### config.mk
export PLATFORM = sky130hd
export DESIGN_NAME = pfm_pad_mux
export DESIGN_NICKNAME = d
export VERILOG_FILES = /design/src/pfm_pkg.sv /design/src/pfm_port_cfg.sv /design/src/pfm_pad_mux.sv
export VERILOG_INCLUDE_DIRS = /design/src
export SDC_FILE = /design/constraint.sdc
export NUM_CORES = 2
export LEC_CHECK = 0
export BUFFER_PORTS_ARGS = -buffer_cell sky130_fd_sc_hd__buf_4
export CORE_AREA = 2 2 736 738
export CTS_BUF_LIST = sky130_fd_sc_hd__clkbuf_8
export DETAILED_ROUTE_END_ITERATION = 12
export DIE_AREA = 0 0 738 740
export PLACE_DENSITY = 0.3
export SLEW_MARGIN = 15
export SYNTH_ARGS = -nofsm -noshare
export SYNTH_HDL_FRONTEND = slang
export SYNTH_SLANG_ARGS = --single-unit
### constraint.sdc
create_clock -name i_clock -period 33.9 [get_ports i_clock]
set_clock_uncertainty 0.15 [all_clocks]
set_input_delay 0 -clock i_clock [delete_from_list [all_inputs] [get_ports i_clock]]
set_output_delay 0 -clock i_clock [all_outputs]
set_load 0.02 [all_outputs]
### src/pfm_defines.svh
// constants for the pad function multiplexer
`ifndef PFM_DEFINES_SVH
`define PFM_DEFINES_SVH

`define PFM_PORT_COUNT 4
`define PFM_PINS_PER_PORT 8
`define PFM_CODE_WIDTH 4
`define PFM_CODE_COUNT 16

// reset selection per port, ports a to d
`define PFM_PORT_A_PCTL_RST 32'h0011_1111
`define PFM_PORT_B_PCTL_RST 32'h0000_1100
`define PFM_PORT_C_PCTL_RST 32'h0000_3333
`define PFM_PORT_D_PCTL_RST 32'h0000_0000
`define PFM_PORT_A_AFSEL_RST 8'h00
`define PFM_PORT_B_AFSEL_RST 8'h00
`define PFM_PORT_C_AFSEL_RST 8'h0f
`define PFM_PORT_D_AFSEL_RST 8'h00
`define PFM_PORT_A_DIGEN_RST 8'h3f
`define PFM_PORT_B_DIGEN_RST 8'h0c
`define PFM_PORT_C_DIGEN_RST 8'h0f
`define PFM_PORT_D_DIGEN_RST 8'h00
`define PFM_ANASEL_RST 8'h00

// port d bit 0 and bit 1 positions in the flat pin vector
`define PFM_DB0_IDX 24
`define PFM_DB1_IDX 25

// peripheral mux codes on port d bits 0 and 1
`define PFM_CODE_CMP_OUT 4'h9
`define PFM_CODE_I2C 4'h2
`define PFM_CODE_SSI 4'hf
`define PFM_CODE_TIMER 4'h3

`endif

### src/pfm_pkg.sv
// types shared by the pad function multiplexer
package pfm_pkg;
    typedef enum logic [1:0] {
        PFM_FIELD_DIGEN,
        PFM_FIELD_ANASEL,
        PFM_FIELD_AFSEL,
        PFM_FIELD_PCTL
    } pfm_field_type;
endpackage

### src/pfm_port_cfg.sv
// per-port selection registers with their reset defaults
`timescale 1ns/1ps
`default_nettype none
`include "pfm_defines.svh"
module pfm_port_cfg #(
    parameter logic [7:0] DIGEN_RST = 8'h00,
    parameter logic [7:0] AFSEL_RST = 8'h00,
    parameter logic [7:0] ANASEL_RST = 8'h00,
    parameter logic [31:0] PCTL_RST = 32'h0000_0000
) (
    input wire logic i_clock,
    input wire logic i_rst,
    input wire logic i_we,
    input wire pfm_pkg::pfm_field_type i_field,
    input wire logic [31:0] i_wdata,
    output logic [7:0] o_digen,
    output logic [7:0] o_anasel,
    output logic [7:0] o_afsel,
    output logic [31:0] o_pctl
);
    logic [7:0] digen_r, digen_nxt;
    logic [7:0] anasel_r, anasel_nxt;
    logic [7:0] afsel_r, afsel_nxt;
    logic [31:0] pctl_r, pctl_nxt;

    // whole-field write; upper bits of the byte-wide fields are dropped
    always_comb begin
        digen_nxt = digen_r;
        anasel_nxt = anasel_r;
        afsel_nxt = afsel_r;
        pctl_nxt = pctl_r;
        if (i_we) begin
            case (i_field)
                pfm_pkg::PFM_FIELD_DIGEN: digen_nxt = i_wdata[7:0];
                pfm_pkg::PFM_FIELD_ANASEL: anasel_nxt = i_wdata[7:0];
                pfm_pkg::PFM_FIELD_AFSEL: afsel_nxt = i_wdata[7:0];
                default: pctl_nxt = i_wdata;
            endcase
        end
    end

    // reset brings back the default selection
    always_ff @(posedge i_clock or posedge i_rst) begin
        if (i_rst) begin
            digen_r <= DIGEN_RST;
            anasel_r <= ANASEL_RST;
            afsel_r <= AFSEL_RST;
            pctl_r <= PCTL_RST;
        end else begin
            digen_r <= digen_nxt;
            anasel_r <= anasel_nxt;
            afsel_r <= afsel_nxt;
            pctl_r <= pctl_nxt;
        end
    end

    assign o_digen = digen_r;
    assign o_anasel = anasel_r;
    assign o_afsel = afsel_r;
    assign o_pctl = pctl_r;
endmodule // pfm_port_cfg
`default_nettype wire

### src/pfm_pad_mux.sv
// pad function multiplexer for four eight-pin ports
// What this block does
// - after reset a5:0 and b3:2 are gpio, c3:0 alternate, and every other pin is digitally disabled.
// - an analog mode bit per pin hands the pin to its analog function while its digital enable is clear.
// - a pin carries an alternate function only while its select bit is set.
// - a per-pin mux code picks which peripheral owns an alternate pin.
// - power-on or pin reset returns every selection to its default.
// - a1:0 uart, a5:2 serial, b3:2 i2c at code 1; c3:0 debug, select, code 3.
// - port d bit 0 offers gpio, adc 15, cmp 0, i2c7 clock, ssi2 d1, t0 ccp0.
// - port d bit 1 offers gpio, adc 14, cmp 1, i2c7 data, ssi2 d0, t0 ccp1.
`timescale 1ns/1ps
`default_nettype none
`include "pfm_defines.svh"
module pfm_pad_mux (
    input wire logic i_clock,
    input wire logic i_rst,
    input wire logic i_cfg_we,
    input wire logic [1:0] i_cfg_port,
    input wire pfm_pkg::pfm_field_type i_cfg_field,
    input wire logic [31:0] i_cfg_wdata,
    input wire logic [1:0] i_rd_port,
    input wire pfm_pkg::pfm_field_type i_rd_field,
    output logic [31:0] o_cfg_rdata,
    input wire logic [31:0] i_gpio_out,
    input wire logic [31:0] i_gpio_oe,
    output logic [31:0] o_gpio_in,
    input wire logic [511:0] i_alt_out,
    input wire logic [511:0] i_alt_oe,
    output logic [511:0] o_alt_in,
    input wire logic i_comparator0_out,
    input wire logic i_comparator1_out,
    input wire logic i_i2c_module7_clock_out,
    input wire logic i_i2c_module7_clock_oe,
    output logic o_i2c_module7_clock_in,
    input wire logic i_i2c_module7_data_out,
    input wire logic i_i2c_module7_data_oe,
    output logic o_i2c_module7_data_in,
    input wire logic i_sync_serial2_data1_out,
    input wire logic i_sync_serial2_data1_oe,
    output logic o_sync_serial2_data1_in,
    input wire logic i_sync_serial2_data0_out,
    input wire logic i_sync_serial2_data0_oe,
    output logic o_sync_serial2_data0_in,
    input wire logic i_timer0_capture_compare0_out,
    input wire logic i_timer0_capture_compare0_oe,
    output logic o_timer0_capture_compare0_in,
    input wire logic i_timer0_capture_compare1_out,
    input wire logic i_timer0_capture_compare1_oe,
    output logic o_timer0_capture_compare1_in,
    output logic [31:0] o_adc_connect,
    output logic [31:0] o_analog_direct,
    input wire logic [31:0] i_pad_in,
    output logic [31:0] o_pad_out,
    output logic [31:0] o_pad_oe
);
    localparam int NPORT = `PFM_PORT_COUNT;
    localparam int PPW = `PFM_PINS_PER_PORT;
    localparam int NPIN = NPORT * PPW;
    localparam int NCODE = `PFM_CODE_COUNT;
    localparam int DB0 = `PFM_DB0_IDX;
    localparam int DB1 = `PFM_DB1_IDX;
    localparam logic [31:0] PCTL_RST [NPORT] = '{`PFM_PORT_A_PCTL_RST,
        `PFM_PORT_B_PCTL_RST, `PFM_PORT_C_PCTL_RST, `PFM_PORT_D_PCTL_RST};
    localparam logic [7:0] AFSEL_RST [NPORT] = '{`PFM_PORT_A_AFSEL_RST,
        `PFM_PORT_B_AFSEL_RST, `PFM_PORT_C_AFSEL_RST, `PFM_PORT_D_AFSEL_RST};
    localparam logic [7:0] DIGEN_RST [NPORT] = '{`PFM_PORT_A_DIGEN_RST,
        `PFM_PORT_B_DIGEN_RST, `PFM_PORT_C_DIGEN_RST, `PFM_PORT_D_DIGEN_RST};

    logic [31:0] digen_all, anasel_all, afsel_all;
    logic [127:0] pctl_all;
    logic [511:0] src_out, src_oe;
    logic [31:0] pad_out_r, pad_out_nxt, pad_oe_r, pad_oe_nxt;
    logic [31:0] gpio_in_r, gpio_in_nxt, adc_r, adc_nxt, direct_r, direct_nxt;
    logic [511:0] alt_in_r, alt_in_nxt;
    logic [31:0] rdata_r, rdata_nxt;
    logic first_r;

    // mux code of one pin out of the flat port control vector
    function automatic logic [3:0] pin_code(input logic [127:0] pctl,
                                            input int pin);
        pin_code = pctl[pin*4 +: 4];
    endfunction

    // slot of one pin and code in the flat peripheral vectors
    function automatic int slot(input int pin, input logic [3:0] code);
        slot = pin * NCODE + int'(code);
    endfunction

    // one register bank per port, each with its own defaults
    genvar g;
    generate
        for (g = 0; g < NPORT; g++) begin : g_port
            pfm_port_cfg #(
                .DIGEN_RST(DIGEN_RST[g]),
                .AFSEL_RST(AFSEL_RST[g]),
                .ANASEL_RST(`PFM_ANASEL_RST),
                .PCTL_RST(PCTL_RST[g])
            ) u_cfg (
                .i_clock(i_clock),
                .i_rst(i_rst),
                .i_we(i_cfg_we && i_cfg_port == 2'(g)),
                .i_field(i_cfg_field),
                .i_wdata(i_cfg_wdata),
                .o_digen(digen_all[g*PPW +: PPW]),
                .o_anasel(anasel_all[g*PPW +: PPW]),
                .o_afsel(afsel_all[g*PPW +: PPW]),
                .o_pctl(pctl_all[g*32 +: 32])
            );
        end
    endgenerate

    // source table; port d bits 0 and 1 use their own peripheral ports
    always_comb begin
        src_out = i_alt_out;
        src_oe = i_alt_oe;
        src_out[slot(DB0, `PFM_CODE_CMP_OUT)] = i_comparator0_out;
        src_oe[slot(DB0, `PFM_CODE_CMP_OUT)] = 1'b1;
        src_out[slot(DB0, `PFM_CODE_I2C)] = i_i2c_module7_clock_out;
        src_oe[slot(DB0, `PFM_CODE_I2C)] = i_i2c_module7_clock_oe;
        src_out[slot(DB0, `PFM_CODE_SSI)] = i_sync_serial2_data1_out;
        src_oe[slot(DB0, `PFM_CODE_SSI)] = i_sync_serial2_data1_oe;
        src_out[slot(DB0, `PFM_CODE_TIMER)] = i_timer0_capture_compare0_out;
        src_oe[slot(DB0, `PFM_CODE_TIMER)] = i_timer0_capture_compare0_oe;
        src_out[slot(DB1, `PFM_CODE_CMP_OUT)] = i_comparator1_out;
        src_oe[slot(DB1, `PFM_CODE_CMP_OUT)] = 1'b1;
        src_out[slot(DB1, `PFM_CODE_I2C)] = i_i2c_module7_data_out;
        src_oe[slot(DB1, `PFM_CODE_I2C)] = i_i2c_module7_data_oe;
        src_out[slot(DB1, `PFM_CODE_SSI)] = i_sync_serial2_data0_out;
        src_oe[slot(DB1, `PFM_CODE_SSI)] = i_sync_serial2_data0_oe;
        src_out[slot(DB1, `PFM_CODE_TIMER)] = i_timer0_capture_compare1_out;
        src_oe[slot(DB1, `PFM_CODE_TIMER)] = i_timer0_capture_compare1_oe;
    end

    // per-pin routing; analog or disabled pins never drive the pad
    always_comb begin
        logic [3:0] code;
        code = 4'h0;
        pad_out_nxt = '0;
        pad_oe_nxt = '0;
        gpio_in_nxt = '0;
        alt_in_nxt = '0;
        for (int p = 0; p < NPIN; p++) begin
            code = pin_code(pctl_all, p);
            adc_nxt[p] = anasel_all[p] && !digen_all[p];
            direct_nxt[p] = !digen_all[p];
            if (digen_all[p] && !anasel_all[p]) begin
                if (afsel_all[p]) begin
                    pad_out_nxt[p] = src_out[slot(p, code)];
                    pad_oe_nxt[p] = src_oe[slot(p, code)];
                    alt_in_nxt[slot(p, code)] = i_pad_in[p];
                end else begin
                    pad_out_nxt[p] = i_gpio_out[p];
                    pad_oe_nxt[p] = i_gpio_oe[p];
                end
                gpio_in_nxt[p] = i_pad_in[p];
            end
        end
    end

    // readback of the selected port and field
    always_comb begin
        rdata_nxt = 32'h0000_0000;
        if (i_rd_field == pfm_pkg::PFM_FIELD_DIGEN) begin
            rdata_nxt[7:0] = digen_all[i_rd_port*PPW +: PPW];
        end else if (i_rd_field == pfm_pkg::PFM_FIELD_ANASEL) begin
            rdata_nxt[7:0] = anasel_all[i_rd_port*PPW +: PPW];
        end else if (i_rd_field == pfm_pkg::PFM_FIELD_AFSEL) begin
            rdata_nxt[7:0] = afsel_all[i_rd_port*PPW +: PPW];
        end else begin
            rdata_nxt = pctl_all[i_rd_port*32 +: 32];
        end
    end

    // one flop stage on every output keeps pad timing independent of config
    always_ff @(posedge i_clock or posedge i_rst) begin
        if (i_rst) begin
            pad_out_r <= '0;
            pad_oe_r <= '0;
            gpio_in_r <= '0;
            alt_in_r <= '0;
            adc_r <= '0;
            direct_r <= '0;
            rdata_r <= '0;
            first_r <= 1'b1;
        end else begin
            pad_out_r <= pad_out_nxt;
            pad_oe_r <= pad_oe_nxt;
            gpio_in_r <= gpio_in_nxt;
            alt_in_r <= alt_in_nxt;
            adc_r <= adc_nxt;
            direct_r <= direct_nxt;
            rdata_r <= rdata_nxt;
            first_r <= 1'b0;
        end
    end

    assign o_pad_out = pad_out_r;
    assign o_pad_oe = pad_oe_r;
    assign o_gpio_in = gpio_in_r;
    assign o_alt_in = alt_in_r;
    assign o_adc_connect = adc_r;
    assign o_analog_direct = direct_r;
    assign o_cfg_rdata = rdata_r;
    assign o_i2c_module7_clock_in = alt_in_r[slot(DB0, `PFM_CODE_I2C)];
    assign o_sync_serial2_data1_in = alt_in_r[slot(DB0, `PFM_CODE_SSI)];
    assign o_timer0_capture_compare0_in = alt_in_r[slot(DB0, `PFM_CODE_TIMER)];
    assign o_i2c_module7_data_in = alt_in_r[slot(DB1, `PFM_CODE_I2C)];
    assign o_sync_serial2_data0_in = alt_in_r[slot(DB1, `PFM_CODE_SSI)];
    assign o_timer0_capture_compare1_in = alt_in_r[slot(DB1, `PFM_CODE_TIMER)];

    generate
        for (g = 0; g < NPIN; g++) begin : g_chk

        end
    endgenerate
endmodule // pfm_pad_mux
`default_nettype wire

=== After elaboration in Yosys (flattened, before gate mapping) ===
Index checks and enable logic that the tools add are counted.

* Bits in registers: 928
* Output and inout port bits: 710

* Add/subtract/negate cells: 31
* Order comparisons: 64
* Eq/ne operators: 7
* Shift operators: 4
* Muxes and demuxes: 515
* Bitwise operators: 2
* Reduce and logical (&&, ||, !) cells: 184

{| class="wikitable"
|+ Operators by type and width
! operator !! count
|-
| $mux W512 || 64
|-
| $bwmux W512 || 31
|-
| $bmux W1 S9 || 62
|-
| $and A512 B16 Y512 || 1
|-
| $mux W1 || 318
|-
| $demux W1 S9 || 31
|-
| $add A9 B4 Y10 const A || 16
|-
| $ge A10 B1 Y1 const B || 16
|-
| $lt A10 B10 Y1 const B || 16
|-
| $shiftx A128 B8 Y32 || 1
|-
| $logic_and A1 B1 Y1 || 100
|-
| $shiftx A32 B6 Y8 || 3
|-
| $lt A9 B10 Y1 const B || 8
|-
| $add A8 B4 Y9 const A || 8
|-
| $ge A9 B1 Y1 const B || 8
|-
| $mux W24 || 3
|-
| $logic_not A1 Y1 || 64
|-
| $lt A8 B10 Y1 const B || 4
|-
| $add A7 B4 Y8 const A || 4
|-
| $ge A8 B1 Y1 const B || 4
|-
| $reduce_and A2 Y1 || 16
|-
| $mux W8 || 3
|-
| $lt A7 B10 Y1 const B || 2
|-
| $add A6 B4 Y7 const A || 2
|-
| other kinds (13) || 22
|}

=== Logic depth before layout (Yosys ltp) ===
* Word-level depth: 100
* Mapped depth: 7

=== Cells and area by module ===
From an unflattened synthesis, not the netlist that was laid out.

* Cells, all modules: 3356
* Area, all modules: 42495.8 um^2

{| class="wikitable"
|+ By module, submodules not included
! module !! times used !! cells an instance !! area an instance (um^2) !! seq. area each (um^2)
|-
| pfm_pad_mux || 1 || 2876 || 34097.7 || 17616.9
|-
| pfm_port_cfg (g_port[2].u_cfg) || 1 || 120 || 2109.5 || 1421.4
|-
| pfm_port_cfg (g_port[0].u_cfg) || 1 || 120 || 2104.5 || 1416.4
|-
| pfm_port_cfg (g_port[1].u_cfg) || 1 || 120 || 2094.5 || 1406.3
|-
| pfm_port_cfg (g_port[3].u_cfg) || 1 || 120 || 2089.5 || 1401.3
|}

=== Worst setup path before layout ===
OpenSTA, ideal clock, no wires.

* Path type: register to register
* From: register g_port[2].u_cfg.pctl_r[9]
* To: register pad_oe_r[18] (netlist: o_pad_oe[18])
* Data arrival time: 1.646 ns
* Data required time: 33.624 ns
* Path slack: 31.978 ns
* Cell stages (with the launch flop): 7
* Path buffers: 2
* Period minus slack after synthesis: 1.922 ns
* Path through: dfstp_2 -> clkbuf_1 -> buf_2 -> mux2_2 -> nand4b_1 -> o2111a_1 -> a31oi_1

* Cells in the longest elaborated chain, start to end: 6

{| class="wikitable"
|+ Ends and longest elaborated chain
! what !! RTL line !! text
|-
| start, declared || pfm_port_cfg.sv:24 || <nowiki>logic [31:0] pctl_r, pctl_nxt;</nowiki>
|-
| start signal, assigned || pfm_port_cfg.sv:53 || <nowiki>pctl_r <= pctl_nxt;</nowiki>
|-
| $add A9 B4 Y10 || pfm_pad_mux.sv:86 || <nowiki>slot = pin * NCODE + int'(code);</nowiki>
|-
| $bmux W1 S9 || pfm_pad_mux.sv:149 || <nowiki>pad_oe_nxt[p] = src_oe[slot(p, code)];</nowiki>
|-
| $mux W1 (implied by the code) (2 in series) || pfm_pad_mux.sv:149 ||
|-
| $mux W1 || pfm_pad_mux.sv:147 || <nowiki>if (afsel_all[p]) begin</nowiki>
|-
| $mux W1 || pfm_pad_mux.sv:146 || <nowiki>if (digen_all[p] && !anasel_all[p]) begin</nowiki>
|-
| via pad_oe_nxt[18] || pfm_pad_mux.sv:72 || <nowiki>logic [31:0] pad_out_r, pad_out_nxt, pad_oe_r, pad_oe_nxt;</nowiki>
|-
| end signal, assigned || pfm_pad_mux.sv:187 || <nowiki>pad_oe_r <= pad_oe_nxt;</nowiki>
|-
| end, declared || pfm_pad_mux.sv:72 ||
|}

The timed path passes the listed nets, and every way through them passes these cells. The select of a mux whose other input is x is not followed.
A chain may end at the register's enable or synchronous reset.

=== Final worst setup path ===
* From: register g_port[1].u_cfg.pctl_r[5]
* To: register pad_oe_r[9] (netlist: o_pad_oe[9])

* Cells in the longest elaborated chain, start to end: 6

{| class="wikitable"
|+ Ends and longest elaborated chain
! what !! RTL line
|-
| start, declared || pfm_port_cfg.sv:24
|-
| start signal, assigned || pfm_port_cfg.sv:53
|-
| $add A8 B4 Y9 || pfm_pad_mux.sv:86
|-
| $bmux W1 S9 || pfm_pad_mux.sv:149
|-
| $mux W1 (implied by the code) (2 in series) || pfm_pad_mux.sv:149
|-
| $mux W1 || pfm_pad_mux.sv:147
|-
| $mux W1 || pfm_pad_mux.sv:146
|-
| via pad_oe_nxt[9] || pfm_pad_mux.sv:72
|}

The timed path passes the listed nets, and every way through them passes these cells. The select of a mux whose other input is x is not followed.

==> qor.yml <==
synthesis:
  ys_dominant_reg_cell: "dfrtp_1"
  syn_nets: 4623
  synth-seq-cells: 928
  yosysSeqAreaShare: 0.5466
  syn-cell-area_um2: 42560
  synth-edff-count: 0
  synth_cells: 3446
  yosysWarnings: 0
  async_reset_ff_frac: 1.000
  avgSynthCellArea_um2: 12.35
  synthDistinctLibCells: 45
layout:
  drive_above_1_share: 0.4584
  fin_area_um2: 75480
  fin_nets: 7101
  area_growth_pct: 77.36
global_route:
  antenna_found_initial: 116
  grt_pass1_wl_mm: 450.4
  grt.overflow.total: 0
  grt_pass1_vias: 44952
  global_route.usage.total: 0.1242
  grt_start_max_net_pins: 161
critical_path:
  worst_path_most_repeated_cell: "dlygate4sd3_1"
  slowest_stage: "dfrtp_1"
  cp_num_buf_inv: 5
  criticalPathCategory: "reg2reg"
  cp_cell_sequence: "mux2i_1 > dlygate4sd3_1 > nor2_1 > dlygate4sd3_1 > a211oi_1 > dlygate4sd3_1 > a21oi_1 > dlygate4sd3_1 > dlygate4sd3_1"
  slowest_delay_ns: 0.93
  start_kind: "register"
  cp-end-kind: "register"
  crit_family: "buffers and inverters"
  cp.required_ns: 34.61
  crit_fanout: 14
  cp_data_arrival_time_ns: 5.46
sta:
  fmax_mhz: 210.2
  drv_slew: 0
  finalCritPeriodShare: 0.1403
  hold_viol_final: 0
  worst_pin_slew_ns: 1.274
  slew_headroom: 0.1418
  setup_viol: 0
  min_period_ns: 4.757
  rsz0062_at_grt: "false"
  hold_slack_ns: 0.1283
  fin_tns_setup_ns: 0
floorplan:
  dieHeight_um: 740
  start_util: 0.07898
  rows: 270
  io_pins: 1887
  die_w_um: 738
  die_area_um2: 546100
  core_um2: 538800
clock_tree:
  cts_buffers: 197
  cts_tree: "done"
  postCtsSetupRepairBufs: 0
  htreeDepth: 4
  clk_path_buf_depth: 4
  cts_resized: 0
  cts_sinks: 928
  clk_pin_slew_ns: 0.06
  cts_root_buf: "clkbuf_8"
  clkLatencyLatePin_ns: 0.97
flow_run:
  max-cap-violations: 0
power_and_ir_drop:
  vdd.ir_drop.worst_mv: 0.04045
  p_per_area_nw_per_um2: 54.31
  leakagePower_nw: 33.16
  total_power_mw: 4.099
route:
  drt_iter0_markers: 1878
  vias: 40422
  viasPerCell: 3.031
  wl_per_cell_um: 26.57
  wl_mm: 354.4
  drtAntennaViolNets: 0
  drc_errors: 0
  dr.pass1.iters: 7
placed_design:
  hpwl_mm: 294.5
  placed_cell_area_um2: 65320
  portBuffers: 1870
  place.gp.congestion: 0.8531
hold_path:
  hp-class: "in2reg"
status:
  status: "finished clean"
-- state kept, by name, summed over array words and instances (netlist names) --
signal	count
g_port.u_cfg.o_afsel	32
g_port.u_cfg.o_digen	32
o_pad_out	32
o_gpio_in	32
o_adc_connect	32
o_pad_oe	32
o_cfg_rdata	32
o_analog_direct	32
o_alt_in	512
g_port.u_cfg.o_anasel	32
g_port.u_cfg.o_pctl	128
-- layout make-up --
class	count	area (um2)
fill	60961	463400
sequential	928	23270
timing repair buffer	2542	20610
multi-input combinational	2220	18090
tap	7208	9019
clock buffer	247	3400
clock inverter	112	848.3
inverter	35	138.9
antenna	45	112.6
-- power breakdown --
part | total [mW] | leakage (nW) | internal (mW) | switching, mW
registers | 1.52 | 12.3 | 1.23 | 0.293
clock network | 1.34 | 2.43 | 0.738 | 0.602
logic | 1.24 | 18.4 | 0.576 | 0.666
-- cell usage in the layout, fill, tap and decap left out, drive strengths merged, types with 108 or more instances in the layout --
cell type and n:
nand2 119, mux4 194, nor2 442, clkbuf 248, dfrtp 896, mux2 296
inv 108, dlygate4sd3 575, nand2b 111, buf 1966, mux2i 182, nor3 143
-- synth_stat cells, drive strengths merged (34+ instances only) --
cell	n	area, um2
o2111a	36	405.4
dfrtp	896	22420
clkbuf	149	559.3
mux2i	182	1822
nand2b	111	694.4
mux2	296	3333
and3	54	337.8
nand2	119	446.7
inv	35	131.4
mux4	194	4369
nor2b	74	462.9
or2	34	212.7
nor2	442	1659
nand4b	38	332.8
nand3	78	390.4
a31oi	39	244.0
nor3	143	715.7
o21ai	84	420.4
nand3b	90	675.7
o22a	36	315.3
buf	114	606.8
-- through the flow --
stage	cells	setup WS (ns)	utilization
floorplan	3446	7.708	-
global route	13302	29.02	0.1399
finish	13337	29.14	0.1401
global placement	12356	30.08	0.1212
detailed placement	12356	30.03	0.1212
CTS	13292	29.17	0.1399
-- repair_timing --
action / CTS / global route
hold buffers: 577 / 0
hold endpoints to repair: 1167 / 0
setup endpoints to repair: 0 / 0
-- metal layers --
layer / share of wire / up-vias / global-route usage / routed length, um
met5: 0.00012 / - / 0 / 43
met4: 0.026 / 8 / 0.03167 / 9230
met3: 0.098 / 379 / 0.04531 / 34610
met2: 0.44 / 1933 / 0.1967 / 157600
met1: 0.43 / 20689 / 0.1589 / 152900
li1: - / 17413 / - / -
-- cell families after synthesis --
group | after synthesis | synth area share
flops | 928 | 0.5466
simple gates | 1248 | 0.1501
buf+inv | 298 | 0.03049
mux | 672 | 0.2238
compound gates | 300 | 0.04904
-- path summary, 6_finish.rpt --
| path | start | end | slack, ns | cells past startpoint |
|---|---|---|---|---|
| max | g_port[1].u_cfg.o_pctl[5]$_DFFE_PP0P_ | o_pad_oe[9]$_DFF_PP0_ | 29.14 | 9 |
| min | i_alt_oe[182] | o_pad_oe[11]$_DFF_PP0_ | 0.13 | 5 |
| max reg2reg | g_port[1].u_cfg.o_pctl[5]$_DFFE_PP0P_ | o_pad_oe[9]$_DFF_PP0_ | 29.14 | 9 |
| min reg2reg | g_port[0].u_cfg.o_digen[5]$_DFFE_PP1P_ | o_analog_direct[5]$_DFF_PP0_ | 0.31 | 1 |
| max in group asynchronous | i_rst | o_alt_in[374]$_DFF_PP0_ | 30.02 | 8 |
| min in group asynchronous | i_rst | o_adc_connect[4]$_DFF_PP0_ | 0.19 | 4 |
-- worst register-to-register path, cell delays in order, from the launching register on --
cell	delay [ns]
dfrtp_1	0.93
mux2i_1	0.33
dlygate4sd3_1	0.60
nor2_1	0.04
dlygate4sd3_1	0.55
a211oi_1	0.25
dlygate4sd3_1	0.61
a21oi_1	0.06
dlygate4sd3_1	0.61
dlygate4sd3_1	0.55
Power figures use the tool's default switching activity.
